[src/include/io_port_pkg.sv]
// shared constants and types of the multimode io port
package io_port_pkg;

  // ----------------------------------------
  // sizes and timing
  // ----------------------------------------
  localparam int unsigned PORT_WIDTH_DEF = 8;
  localparam int unsigned ADR_WIDTH      = 8;
  localparam int unsigned ACCESS_CYCLES  = 4;
  localparam logic [2:0]  ACCESS_LAST    = 3'(ACCESS_CYCLES - 1);
  localparam int unsigned STRONG_CYCLES  = 2;
  localparam logic [1:0]  STRONG_HOLD    = 2'(STRONG_CYCLES - 1);
  localparam logic [1:0]  STRAP_WAIT     = 2'h2;
  localparam int unsigned RSEL_PIN_DEF   = 0;

  // ----------------------------------------
  // register offsets and reset values
  // ----------------------------------------
  localparam logic [7:0] OFS_LATCH   = 8'h00;
  localparam logic [7:0] OFS_MODE_HI = 8'h04;
  localparam logic [7:0] OFS_MODE_LO = 8'h08;
  localparam logic [7:0] OFS_PIN     = 8'h0c;
  localparam logic [7:0] OFS_PULLUP  = 8'h10;
  localparam logic [7:0] LATCH_RESET = 8'hff;
  localparam logic [7:0] MODE_RESET  = 8'h00;

  // ----------------------------------------
  // types
  // ----------------------------------------
  typedef enum logic [1:0] {
    MODE_QUASI      = 2'b00,
    MODE_PUSH_PULL  = 2'b01,
    MODE_INPUT_ONLY = 2'b10,
    MODE_OPEN_DRAIN = 2'b11
  } io_mode_t;

  typedef enum logic [1:0] {
    BUS_IDLE = 2'b00,
    BUS_WAIT = 2'b01,
    BUS_ACK  = 2'b10
  } bus_state_t;

  typedef struct packed {
    logic                 cyc;
    logic                 stb;
    logic                 we;
    logic [ADR_WIDTH-1:0] adr;
    logic [3:0]           sel;
    logic [31:0]          dat;
  } wb_req_t;

  typedef struct packed {
    logic        ack;
    logic [31:0] dat;
  } wb_rsp_t;

  typedef struct packed {
    logic pd;
    logic pu_strong;
    logic pu_weak;
    logic pu_vweak;
  } pin_drive_t;

endpackage

[src/design/multimode_io_port_pin.sv]
// register bus front end and pin array of the multimode io port
// Function
// - quasi mode drives high weakly except just after a latch rise
// - quasi latch one enables very weak pull-up
// - weak pull-up needs latch one, pin high
// - pin dragged low drops weak pull-up
// - latch rise gives two-cycle strong pull-up
// - quasi latch zero drives pin low strongly
// - one pull-down shared by three output modes
// - push-pull holds strong pull-up while one
// - push-pull reads through quasi input path
// - input-only disables all pulls and drives
// - open-drain: no pull-ups, pull-down on zero
// - open-drain needs external pull-up for high
// - port access completes in four clocks
// - after reset every pin but the select pin weakly pulled high
// - select pin reset level follows stored setting
// - two mode registers, one bit per pin
`timescale 1ns/1ps
module multimode_io_port_pin
  import io_port_pkg::*;
#(
  parameter int unsigned WIDTH    = PORT_WIDTH_DEF,
  parameter int unsigned RSEL_PIN = RSEL_PIN_DEF
)(
  input  wire logic             clk,
  input  wire logic             rst_n,
  input  wire wb_req_t          wb_i,
  output wb_rsp_t               wb_o,
  input  wire logic             reset_level_cfg,
  input  wire logic [WIDTH-1:0] pin_in,
  output logic [WIDTH-1:0]      pull_down_en,
  output logic [WIDTH-1:0]      strong_pu_en,
  output logic [WIDTH-1:0]      weak_pu_en,
  output logic [WIDTH-1:0]      very_weak_pu_en,
  output logic [WIDTH-1:0]      pad_o,
  output logic [WIDTH-1:0]      pad_oe
);

  // ----------------------------------------
  // state
  // ----------------------------------------
  bus_state_t state_q;
  bus_state_t state_d;

  logic [2:0] cnt_q;
  logic [2:0] cnt_d;

  logic [31:0] rd_q;

  logic [WIDTH-1:0] latch_q;
  logic [WIDTH-1:0] latch_d;

  logic [WIDTH-1:0] mode_hi_q;
  logic [WIDTH-1:0] mode_hi_d;

  logic [WIDTH-1:0] mode_lo_q;
  logic [WIDTH-1:0] mode_lo_d;

  logic cfg_s1_q;
  logic cfg_s2_q;

  logic [1:0] init_cnt_q;
  logic       strap_done_q;

  // ----------------------------------------
  // bus decode
  // ----------------------------------------
  logic req_w;
  logic wr_w;
  logic hit_latch_w;
  logic hit_hi_w;
  logic hit_lo_w;
  logic hit_pin_w;
  logic hit_pu_w;
  logic load_rd_w;
  logic load_strap_w;

  logic [WIDTH-1:0] pin_level_w;
  logic [WIDTH-1:0] rd_sel_w;
  logic [31:0]      rd_data_w;
  logic [WIDTH-1:0] wr_data_w;

  assign req_w = wb_i.cyc & wb_i.stb;

  assign wr_w = req_w
              & wb_i.we
              & wb_i.sel[0]
              & (state_q == BUS_ACK);

  assign hit_latch_w = (wb_i.adr == OFS_LATCH);
  assign hit_hi_w    = (wb_i.adr == OFS_MODE_HI);
  assign hit_lo_w    = (wb_i.adr == OFS_MODE_LO);
  assign hit_pin_w   = (wb_i.adr == OFS_PIN);
  assign hit_pu_w    = (wb_i.adr == OFS_PULLUP);

  assign wr_data_w = wb_i.dat[WIDTH-1:0];

  assign rd_sel_w = hit_latch_w ? latch_q
                  : hit_hi_w    ? mode_hi_q
                  : hit_lo_w    ? mode_lo_q
                  : hit_pin_w   ? pin_level_w
                  : hit_pu_w    ? weak_pu_en
                  : '0;

  assign rd_data_w = {{(32 - WIDTH){1'b0}}, rd_sel_w};

  assign load_rd_w = (state_q == BUS_WAIT)
                   & req_w
                   & (cnt_q == ACCESS_LAST);

  assign load_strap_w = !strap_done_q
                      & (init_cnt_q == STRAP_WAIT);

  // ----------------------------------------
  // bus access sequencer
  // ----------------------------------------
  always_comb begin
    state_d = state_q;
    cnt_d   = cnt_q;
    case (state_q)
      BUS_IDLE: begin
        if (req_w) begin
          state_d = BUS_WAIT;
          cnt_d   = 3'h1;
        end
      end
      BUS_WAIT: begin
        if (!req_w) begin
          state_d = BUS_IDLE;
        end else if (cnt_q == ACCESS_LAST) begin
          state_d = BUS_ACK;
        end else begin
          cnt_d = 3'(cnt_q + 3'h1);
        end
      end
      BUS_ACK: begin
        state_d = BUS_IDLE;
        cnt_d   = 3'h0;
      end
      default: begin
        state_d = BUS_IDLE;
        cnt_d   = 3'h0;
      end
    endcase
  end

  always_ff @(posedge clk) begin
    if (!rst_n) begin
      state_q <= BUS_IDLE;
      cnt_q   <= 3'h0;
    end else begin
      state_q <= state_d;
      cnt_q   <= cnt_d;
    end
  end

  always_ff @(posedge clk) begin
    if (!rst_n) begin
      rd_q <= 32'h0;
    end else if (load_rd_w) begin
      rd_q <= rd_data_w;
    end
  end

  assign wb_o.ack = (state_q == BUS_ACK);
  assign wb_o.dat = rd_q;

  // ----------------------------------------
  // reset level strap
  // ----------------------------------------
  always_ff @(posedge clk) begin
    if (!rst_n) begin
      cfg_s1_q     <= 1'b1;
      cfg_s2_q     <= 1'b1;
      init_cnt_q   <= 2'h0;
      strap_done_q <= 1'b0;
    end else begin
      cfg_s1_q <= reset_level_cfg;
      cfg_s2_q <= cfg_s1_q;
      if (!strap_done_q) begin
        init_cnt_q <= 2'(init_cnt_q + 2'h1);
      end
      if (load_strap_w) begin
        strap_done_q <= 1'b1;
      end
    end
  end

  // ----------------------------------------
  // port and mode registers
  // ----------------------------------------
  always_comb begin
    latch_d   = latch_q;
    mode_hi_d = mode_hi_q;
    mode_lo_d = mode_lo_q;
    if (wr_w && hit_latch_w) begin
      latch_d = wr_data_w;
    end
    if (wr_w && hit_hi_w) begin
      mode_hi_d = wr_data_w;
    end
    if (wr_w && hit_lo_w) begin
      mode_lo_d = wr_data_w;
    end
    if (load_strap_w) begin
      latch_d[RSEL_PIN] = cfg_s2_q;
    end
  end

  always_ff @(posedge clk) begin
    if (!rst_n) begin
      latch_q   <= LATCH_RESET[WIDTH-1:0];
      mode_hi_q <= MODE_RESET[WIDTH-1:0];
      mode_lo_q <= MODE_RESET[WIDTH-1:0];
    end else begin
      latch_q   <= latch_d;
      mode_hi_q <= mode_hi_d;
      mode_lo_q <= mode_lo_d;
    end
  end

  // ----------------------------------------
  // pin array
  // ----------------------------------------
  pin_drive_t drive_w [WIDTH];

  for (genvar gi = 0; gi < WIDTH; gi++) begin : g_pin
    io_mode_t mode_w;
    assign mode_w = io_mode_t'({mode_hi_q[gi], mode_lo_q[gi]});

    io_pin_cell u_cell (
      .clk       (clk),
      .rst_n     (rst_n),
      .mode      (mode_w),
      .latch     (latch_q[gi]),
      .pin_in    (pin_in[gi]),
      .drive     (drive_w[gi]),
      .pin_level (pin_level_w[gi])
    );

    assign pull_down_en[gi]    = drive_w[gi].pd;
    assign strong_pu_en[gi]    = drive_w[gi].pu_strong;
    assign weak_pu_en[gi]      = drive_w[gi].pu_weak;
    assign very_weak_pu_en[gi] = drive_w[gi].pu_vweak;
    assign pad_o[gi]           = drive_w[gi].pu_strong;
    assign pad_oe[gi]          = drive_w[gi].pd | drive_w[gi].pu_strong;
  end

  // ----------------------------------------
  // checks
  // ----------------------------------------
  a_access_four_clocks: assert property (@(posedge clk) disable iff (!rst_n)
    (state_q == BUS_IDLE && req_w) |=> (!wb_o.ack)[*3] ##1 (wb_o.ack || !req_w))
    else $error("port access not answered in four clocks");

  a_ack_single_cycle: assert property (@(posedge clk) disable iff (!rst_n)
    wb_o.ack |=> !wb_o.ack)
    else $error("ack held longer than one cycle");

  a_write_latch_takes: assert property (@(posedge clk) disable iff (!rst_n)
    (wr_w && hit_latch_w && !load_strap_w) |=> latch_q == $past(wr_data_w))
    else $error("latch write not taken at ack");

  a_read_data_ready: assert property (@(posedge clk) disable iff (!rst_n)
    (load_rd_w && hit_latch_w) |=> wb_o.ack && wb_o.dat[WIDTH-1:0] == $past(latch_q))
    else $error("read data not ready with ack");

  a_reset_pins_high: assert property (@(posedge clk)
    !rst_n |=> latch_q == LATCH_RESET[WIDTH-1:0] && mode_hi_q == '0 && mode_lo_q == '0)
    else $error("reset state not quasi and high");

  a_strap_level: assert property (@(posedge clk) disable iff (!rst_n)
    load_strap_w |=> latch_q[RSEL_PIN] == $past(cfg_s2_q) && strap_done_q)
    else $error("reset level select not applied");

  a_strap_once: assert property (@(posedge clk) disable iff (!rst_n)
    $rose(rst_n) |-> ##2 load_strap_w)
    else $error("reset level select not loaded two cycles after release");

  a_quasi_low_drive: assert property (@(posedge clk) disable iff (!rst_n)
    (!mode_hi_q[0] && !mode_lo_q[0] && !latch_q[0]) |-> pull_down_en[0] && pad_oe[0]
      && !pad_o[0] && !very_weak_pu_en[0])
    else $error("quasi pin zero not driven low");

  a_push_pull_high: assert property (@(posedge clk) disable iff (!rst_n)
    (!mode_hi_q[0] && mode_lo_q[0] && latch_q[0]) |-> strong_pu_en[0] && !pull_down_en[0])
    else $error("push-pull one lacks strong pull-up");

  c_write_latch: cover property (@(posedge clk) disable iff (!rst_n)
    wr_w && hit_latch_w);

  c_read_pins: cover property (@(posedge clk) disable iff (!rst_n)
    load_rd_w && hit_pin_w ##1 wb_o.ack);

  c_mode_change: cover property (@(posedge clk) disable iff (!rst_n)
    wr_w && hit_hi_w ##6 wr_w && hit_lo_w);

  c_strap_low: cover property (@(posedge clk) disable iff (!rst_n)
    load_strap_w && !cfg_s2_q);

endmodule

[src/design/io_pin_cell.sv]
// per-pin drive and input logic of the io port
`timescale 1ns/1ps
module io_pin_cell
  import io_port_pkg::*;
(
  input  wire logic       clk,
  input  wire logic       rst_n,
  input  wire io_mode_t   mode,
  input  wire logic       latch,
  input  wire logic       pin_in,
  output pin_drive_t      drive,
  output logic            pin_level
);

  // ----------------------------------------
  // input path
  // ----------------------------------------
  logic       pin_s1_q;
  logic       pin_s2_q;
  logic       prev_q;
  logic [1:0] hold_q;
  logic [1:0] hold_d;

  always_ff @(posedge clk) begin
    if (!rst_n) begin
      pin_s1_q <= 1'b1;
      pin_s2_q <= 1'b1;
      prev_q   <= 1'b1;
      hold_q   <= 2'h0;
    end else begin
      pin_s1_q <= pin_in;
      pin_s2_q <= pin_s1_q;
      prev_q   <= latch;
      hold_q   <= hold_d;
    end
  end

  assign pin_level = pin_s2_q;

  // ----------------------------------------
  // drive decode
  // ----------------------------------------
  logic quasi_w;
  logic pp_w;
  logic rise_w;
  assign quasi_w = (mode == MODE_QUASI);
  assign pp_w    = (mode == MODE_PUSH_PULL);
  assign rise_w  = quasi_w & latch & ~prev_q;
  assign hold_d  = rise_w ? STRONG_HOLD : (hold_q != 2'h0 && latch) ? 2'(hold_q - 2'h1) : 2'h0;

  assign drive.pd        = ~latch & (mode != MODE_INPUT_ONLY);
  assign drive.pu_strong = latch & (pp_w | (quasi_w & (rise_w | hold_q != 2'h0)));
  assign drive.pu_vweak  = quasi_w & latch;
  assign drive.pu_weak   = quasi_w & latch & pin_s2_q;

  // ----------------------------------------
  // checks
  // ----------------------------------------
  a_strong_two_cycles: assert property (@(posedge clk) disable iff (!rst_n)
    rise_w |-> drive.pu_strong ##1 (drive.pu_strong || !latch || !quasi_w)
      ##1 (!drive.pu_strong || !quasi_w || !$stable(latch)))
    else $error("strong pull-up not held for two cycles");
  a_weak_drop_low: assert property (@(posedge clk) disable iff (!rst_n)
    (quasi_w && latch && $fell(pin_s2_q)) |-> !drive.pu_weak && drive.pu_vweak)
    else $error("weak pull-up kept while pin pulled low");
  a_input_only_off: assert property (@(posedge clk) disable iff (!rst_n)
    (mode == MODE_INPUT_ONLY) |-> drive == '0)
    else $error("drive active in input-only mode");
  a_open_drain_drive: assert property (@(posedge clk) disable iff (!rst_n)
    (mode == MODE_OPEN_DRAIN) |-> !drive.pu_strong && !drive.pu_weak && !drive.pu_vweak
      && drive.pd == !latch)
    else $error("open-drain drive wrong");
  a_input_sync_two: assert property (@(posedge clk) disable iff (!rst_n)
    $past(rst_n, 2) |-> pin_level == $past(pin_in, 2))
    else $error("pin level not two-flop delayed");
  c_strong_pulse: cover property (@(posedge clk) disable iff (!rst_n)
    rise_w ##1 drive.pu_strong ##1 !drive.pu_strong);

endmodule

[config.mk]
export PLATFORM = sky130hd
export DESIGN_NAME = multimode_io_port_pin
export DESIGN_NICKNAME = d
export VERILOG_FILES = /design/src/include/io_port_pkg.sv /design/src/design/multimode_io_port_pin.sv /design/src/design/io_pin_cell.sv
export SDC_FILE = /design/constraint.sdc
export NUM_CORES = 1
export LEC_CHECK = 0
export BUFFER_PORTS_ARGS = -buffer_cell sky130_fd_sc_hd__buf_2
export CAP_MARGIN = 20
export CELL_PAD_IN_SITES_DETAIL_PLACEMENT = 1
export CELL_PAD_IN_SITES_GLOBAL_PLACEMENT = 2
export CORE_MARGIN = 5
export CORE_UTILIZATION = 32
export DETAILED_ROUTE_END_ITERATION = 16
export PLACE_DENSITY = 0.86
export SYNTH_ARGS = -nofsm -noshare
export SYNTH_HDL_FRONTEND = slang
export SYNTH_HIERARCHICAL = 1
export SYNTH_SLANG_ARGS = --single-unit
[constraint.sdc]
create_clock -name clk -period 3 [get_ports clk]
set_input_delay 0.6 -clock clk [delete_from_list [all_inputs] [get_ports clk]]
set_output_delay 0.6 -clock clk [all_outputs]
set_load 0.01 [all_outputs]
==> impl_metrics.tcl, run 1 <==
set metrics [dict create \
    status "finished, final reports clean" \
    hpwl_mm 7.93 \
    grt_pass1_vias 3461 \
    firstDrtPassIters 4 \
    via_per_inst 4.81 \
    tritoncts "built" \
    cts.repair.resized 0 \
    ys_seq_elements 82 \
    dieArea_um2 15400 \
    crit_family "compound AO/OA/AOI/OAI gates" \
    tns_ns 0 \
    fin_crit_ns 2.25 \
    final_common_cell "buf_2" \
    insertion_delay_ns 0.34 \
    cts_made_buffers 9 \
    yosysWarnings 6 \
    finalSetupViolCount 0 \
    grt_pass1_wl_mm 17.7 \
    cpPeakStageDelay_ns 0.42 \
    crit_path_end_kind "primary output" \
    fin_crit_sh_pct 75.1 \
    start_util_pct 32.8 \
    synthFlopType "dfxtp_1" \
    seq_area_frac_synth_pct 39.5 \
    io_buffers 87 \
    fmax_ghz 0.444 \
    clk_pin_slew_ns 0.06 \
    overflow 0 \
    syn-mean-instance-area_um2 9.59 \
    arrival_ns 1.65 \
    hold_slack_ns 0.407 \
    critPathSlowestCell "a311oi_1" \
    powerDensity_nw_per_um2 591 \
    cp_data_required_time_ns 2.40 \
    n_antenna_cell 0 \
    post_cts_buffers 0 \
    io-pin-count 139 \
    syn_area_um2 4150 \
    drt-wirelength-per-cell_um 15.9 \
    vias 3312 \
    p_leak_nw 2.32 \
    synth_cell_types 46 \
    drt_wl_total_mm 10.9 \
    postRouteAntennaNets 0 \
    timing.max_cap.violations 0 \
    fin_util_pct 39.2 \
    drv_slew 0 \
    place_congestion 0.717 \
    worst-path-max-fanout 3 \
    fin_worst_skew_ns 0.00541 \
    cp_num_buf_inv 2 \
    fillers 1487 \
    core-area_um2 12700 \
    start_kind "flip-flop" \
    drt_iter0_drc 123 \
    peakVddDrop_mv 0.241 \
    synth-async-reset-ratio_pct 0 \
    grt_setup_unrepaired "no" \
    final_layout_size_suffix_gt1_share_pct 27.1 \
    hold_viol_final 0 \
    multiInputGateArea_um2 2140 \
    area_growth_syn_to_layout_pct 19.6 \
    area.sequential_um2 1640 \
    htree_num_levels 3 \
    hp-class "reg2reg" \
    path_cells "inv_1 > ha_1 > a311oi_1 > or2_2 > buf_2" \
    cts_hold_buffers 0 \
    fin_nets 580 \
    synthCells 433 \
    ctsRootBufferMaster "clkbuf_16" \
    layout_common_cells "buf_2, dfxtp_1, nand2_1" \
    crit_type "reg2out" \
    grt.total_usage_pct 14.8 \
    cts_sinks 82 \
    grt_max_degree 81 \
    rows 41 \
    die_w_um 124 \
    chipHeight_um 124 \
    drc 0 \
    antenna_found_initial 0 \
    synth_edf_count 0 \
    slew_headroom_pct 50.7 \
    clockBufferDepth 2 \
    tightest_slew_ns 0.738 \
]
-- cells in the mapped netlist, types with 2 or more instances --
cell type | instances | share of area [%]
a21oi_1 | 10 | 1.2
nor3b_2 | 8 | 2.4
nor2b_1 | 11 | 1.7
mux2i_1 | 24 | 5.8
buf_6 | 3 | 0.81
nand3_1 | 2 | 0.24
inv_1 | 35 | 3.2
o21ai_0 | 7 | 0.84
o21a_1 | 10 | 1.8
ha_1 | 11 | 3.3
or2_2 | 9 | 1.4
nor3_4 | 2 | 0.78
clkbuf_2 | 2 | 0.24
nor4b_4 | 8 | 4.6
o22ai_1 | 8 | 1.2
and2_1 | 10 | 1.5
dfxtp_1 | 82 | 40
o32a_1 | 8 | 1.9
nand2b_1 | 28 | 4.2
nor3b_1 | 8 | 1.4
a211oi_1 | 8 | 1.4
buf_2 | 2 | 0.24
nor4_1 | 8 | 1.2
o21ai_1 | 2 | 0.24
clkbuf_1 | 4 | 0.36
a311oi_1 | 9 | 1.9
nand2_1 | 53 | 4.8
a22oi_1 | 8 | 1.4
nor2_1 | 4 | 0.36
buf_4 | 33 | 6.0
-- where the power goes --
part | internal (mW) | switching [mW] | total (mW)
Sequential | 1.14 | 0.0290 | 1.17
Combinational | 0.184 | 0.223 | 0.407
Clock | 0.919 | 0.439 | 1.36
Total | 2.24 | 0.691 | 2.94
-- flip-flops by register name, summed over array words and instances, names as in the netlist, 2 cells and up --
| register | cells |
|---|---|
| cnt_q | 3 |
| g_pin.u_cell/hold_q | 16 |
| latch_q | 8 |
| init_cnt_q | 2 |
| mode_hi_q | 8 |
| g_pin.u_cell/pin_level | 8 |
| g_pin.u_cell/prev_q | 8 |
| state_q | 2 |
| g_pin.u_cell/pin_s1_q | 8 |
| mode_lo_q | 8 |
| rd_q | 8 |
-- area by class of cell --
type	instances	area share (%)
clock inverter	5	2.52
inverter	36	2.72
clock buffer	11	4.89
sequential	82	33.1
multi-input combinational	293	43.1
tap	172	4.34
timing repair buffer	89	9.33
-- final timing paths --
path	from	endpoint	slack, ns	cells past startpoint
worst min-delay path	g_pin[4].u_cell/pin_s1_q$_SDFF_PN1_	g_pin[4].u_cell/pin_level$_SDFF_PN1_	0.41	1
worst min register to register	g_pin[4].u_cell/pin_s1_q$_SDFF_PN1_	g_pin[4].u_cell/pin_level$_SDFF_PN1_	0.41	1
worst max register to register	cnt_q[0]$_SDFFE_PN0P_	cnt_q[2]$_SDFFE_PN0P_	1.29	6
worst max-delay path	g_pin[3].u_cell/hold_q[0]$_SDFF_PN0_	pad_oe[3]	0.75	5
-- logic make-up after synthesis --
group	Yosys count	share of synthesized area (%)
flops	82	39.5
mux	24	5.79
fa+ha+maj	11	3.32
simple gates	163	28.1
xor+xnor	1	0.211
compound gates	70	12.0
other cells	1	0.0903
buf+inv	81	11.0
-- through the flow --
stage	worst slack (ns)	instance area, um^2	cells	power, mW
after global placement	0.826	4600	672	1.58
after detailed placement	0.804	4600	672	1.61
final	0.746	4960	688	2.94
after CTS	0.710	4960	688	2.97
after global routing	0.601	4960	688	3.07
after floorplan	1.11	4240	456	1.50
-- layer usage --
layer / vias to the layer above / part of all wire, % / global-route usage, %
li1: 1607 / - / -
met1: 1613 / 44 / 18.7
met2: 81 / 48 / 24.7
met3: 11 / 6.3 / 3.18
met4: 0 / 1.6 / 5.68
met5: - / 0 / 0
Power figures use the tool's default switching activity.
==> run 2: changes to the inputs <==
- CORE_UTILIZATION: 32 -> 27
- PLACE_DENSITY: 0.86 -> 0.77
- clock period: 3 -> 2 ns (I/O delays scaled with it)
==> impl_metrics.tcl, run 2 (synthesis results as in run 1) <==
set metrics [dict create \
    status "finished, final reports clean" \
    vias 3358 \
    peakVddDrop_mv 0.426 \
    arrival_ns 1.51 \
    via_per_inst 4.70 \
    drv_slew 0 \
    insertion_delay_ns 0.34 \
    drt_iter0_drc 149 \
    cp_data_required_time_ns 1.60 \
    crit_type "reg2out" \
    stdcell_count 714 \
    antenna_found_initial 0 \
    drc 0 \
    hold_viol_final 0 \
    dieArea_um2 18000 \
    fin_nets 590 \
    cts_made_buffers 9 \
    n_antenna_cell 0 \
    cts_sinks 82 \
    start_util_pct 27.4 \
    drt_wl_total_mm 11.4 \
    powerDensity_nw_per_um2 820 \
    place_congestion 0.710 \
    reg2regPathDepth 6 \
    timing.max_cap.violations 0 \
    fin_worst_skew_ns 0.00555 \
    htree_num_levels 3 \
    worst-path-max-fanout 3 \
    overflow 0 \
    ctsRootBufferMaster "clkbuf_16" \
    slew_headroom_pct 48.0 \
    grt_setup_unrepaired "yes" \
    start_kind "flip-flop" \
    placed_cells 698 \
    finalSetupViolCount 0 \
    layout_setup_ws_ns 0.0897 \
    preCtsSetupSlack_ns 0.00812 \
    p_leak_nw 2.36 \
    io-pin-count 139 \
    core-area_um2 15100 \
    layout_common_cells "buf_2, dfxtp_1, nand2_1" \
    postRouteAntennaNets 0 \
    hpwl_mm 8.67 \
    clk_pin_slew_ns 0.06 \
    post_cts_buffers 0 \
    cts_hold_buffers 0 \
    grt.total_usage_pct 13.1 \
    drt-wirelength-per-cell_um 16.0 \
    area_growth_syn_to_layout_pct 22.4 \
    crit_path_end_kind "primary output" \
    chipHeight_um 134 \
    fin_crit_sh_pct 95.5 \
    io_buffers 87 \
    tritoncts "built" \
    largest_reg_flops 16 \
    final_common_cell "buf_2" \
    fmax_ghz 0.523 \
    rows 45 \
    tns_ns 0 \
    tightest_slew_ns 0.778 \
    hold_slack_ns 0.233 \
    final_layout_size_suffix_gt1_share_pct 31.7 \
    largest_register "g_pin.u_cell/hold_q" \
    die_w_um 134 \
    fin_crit_ns 1.91 \
    grt_pass1_vias 3635 \
    clockBufferDepth 2 \
    hp-class "in2reg" \
    hold_path_depth 2 \
    firstDrtPassIters 4 \
    grt_max_degree 49 \
    fin_util_pct 33.5 \
    grt_pass1_wl_mm 18.6 \
]
==> run 2: timing repair <==
| item | CTS | global route |
|---|---|---|
| endpoints found under the hold margin | 0 | 0 |
| gates resized for setup | 9 | 11 |
| pin swaps | 1 | 7 |
| endpoints found under the setup margin | 10 | 6 |
==> run 2: through the flow <==
stage / total power [mW] / area, um^2
6_report: 4.17 / 5080
5_1_grt: 4.36 / 5080
2_1_floorplan: 2.25 / 4240
3_5_place_dp: 2.43 / 4690
4_1_cts: 4.23 / 5050
3_3_place_gp: 2.38 / 4690
==> run 2: power by group <==
part	internal, mW	switching, mW
clock	1.09	0.672
combinational	0.305	0.343
sequential	1.71	0.0426
==> run 2: area by class of cell <==
class	instances	area, um^2
repair buffers	99	538
multi-input cells	293	2210
flip-flops and latches	82	1650
fillers	1744	10100
inverters	36	135
clock inverters	5	78.8
clock buffers	11	233
well taps	188	235
==> run 2: per-layer routing <==
| metal | up-vias | routed length [um] | GRT usage (%) |
|---|---|---|---|
| li1 | 1628 | - | - |
| met1 | 1641 | 5090 | 15.6 |
| met2 | 73 | 5600 | 22.7 |
| met3 | 16 | 547 | 3.19 |
| met4 | 0 | 190 | 4.80 |
| met5 | - | 0 | 0 |
==> run 2: final timing paths <==
path	from	to	slack, ns
worst max-delay path	g_pin[4].u_cell/hold_q[0]$_SDFF_PN0_	pad_oe[4]	0.09
worst min-delay path	pin_in[6]	g_pin[6].u_cell/pin_s1_q$_SDFF_PN1_	0.23
worst max register to register	cnt_q[0]$_SDFFE_PN0P_	cnt_q[2]$_SDFFE_PN0P_	0.33
worst min register to register	g_pin[2].u_cell/pin_s1_q$_SDFF_PN1_	g_pin[2].u_cell/pin_level$_SDFF_PN1_	0.41
==> run 2: worst max-delay path: stages (launching register included) <==
cell and delay (ns):
dfxtp_1 0.33, inv_1 0.05, ha_1 0.23, a311oi_2 0.28, or2_2 0.15, buf_2 0.12
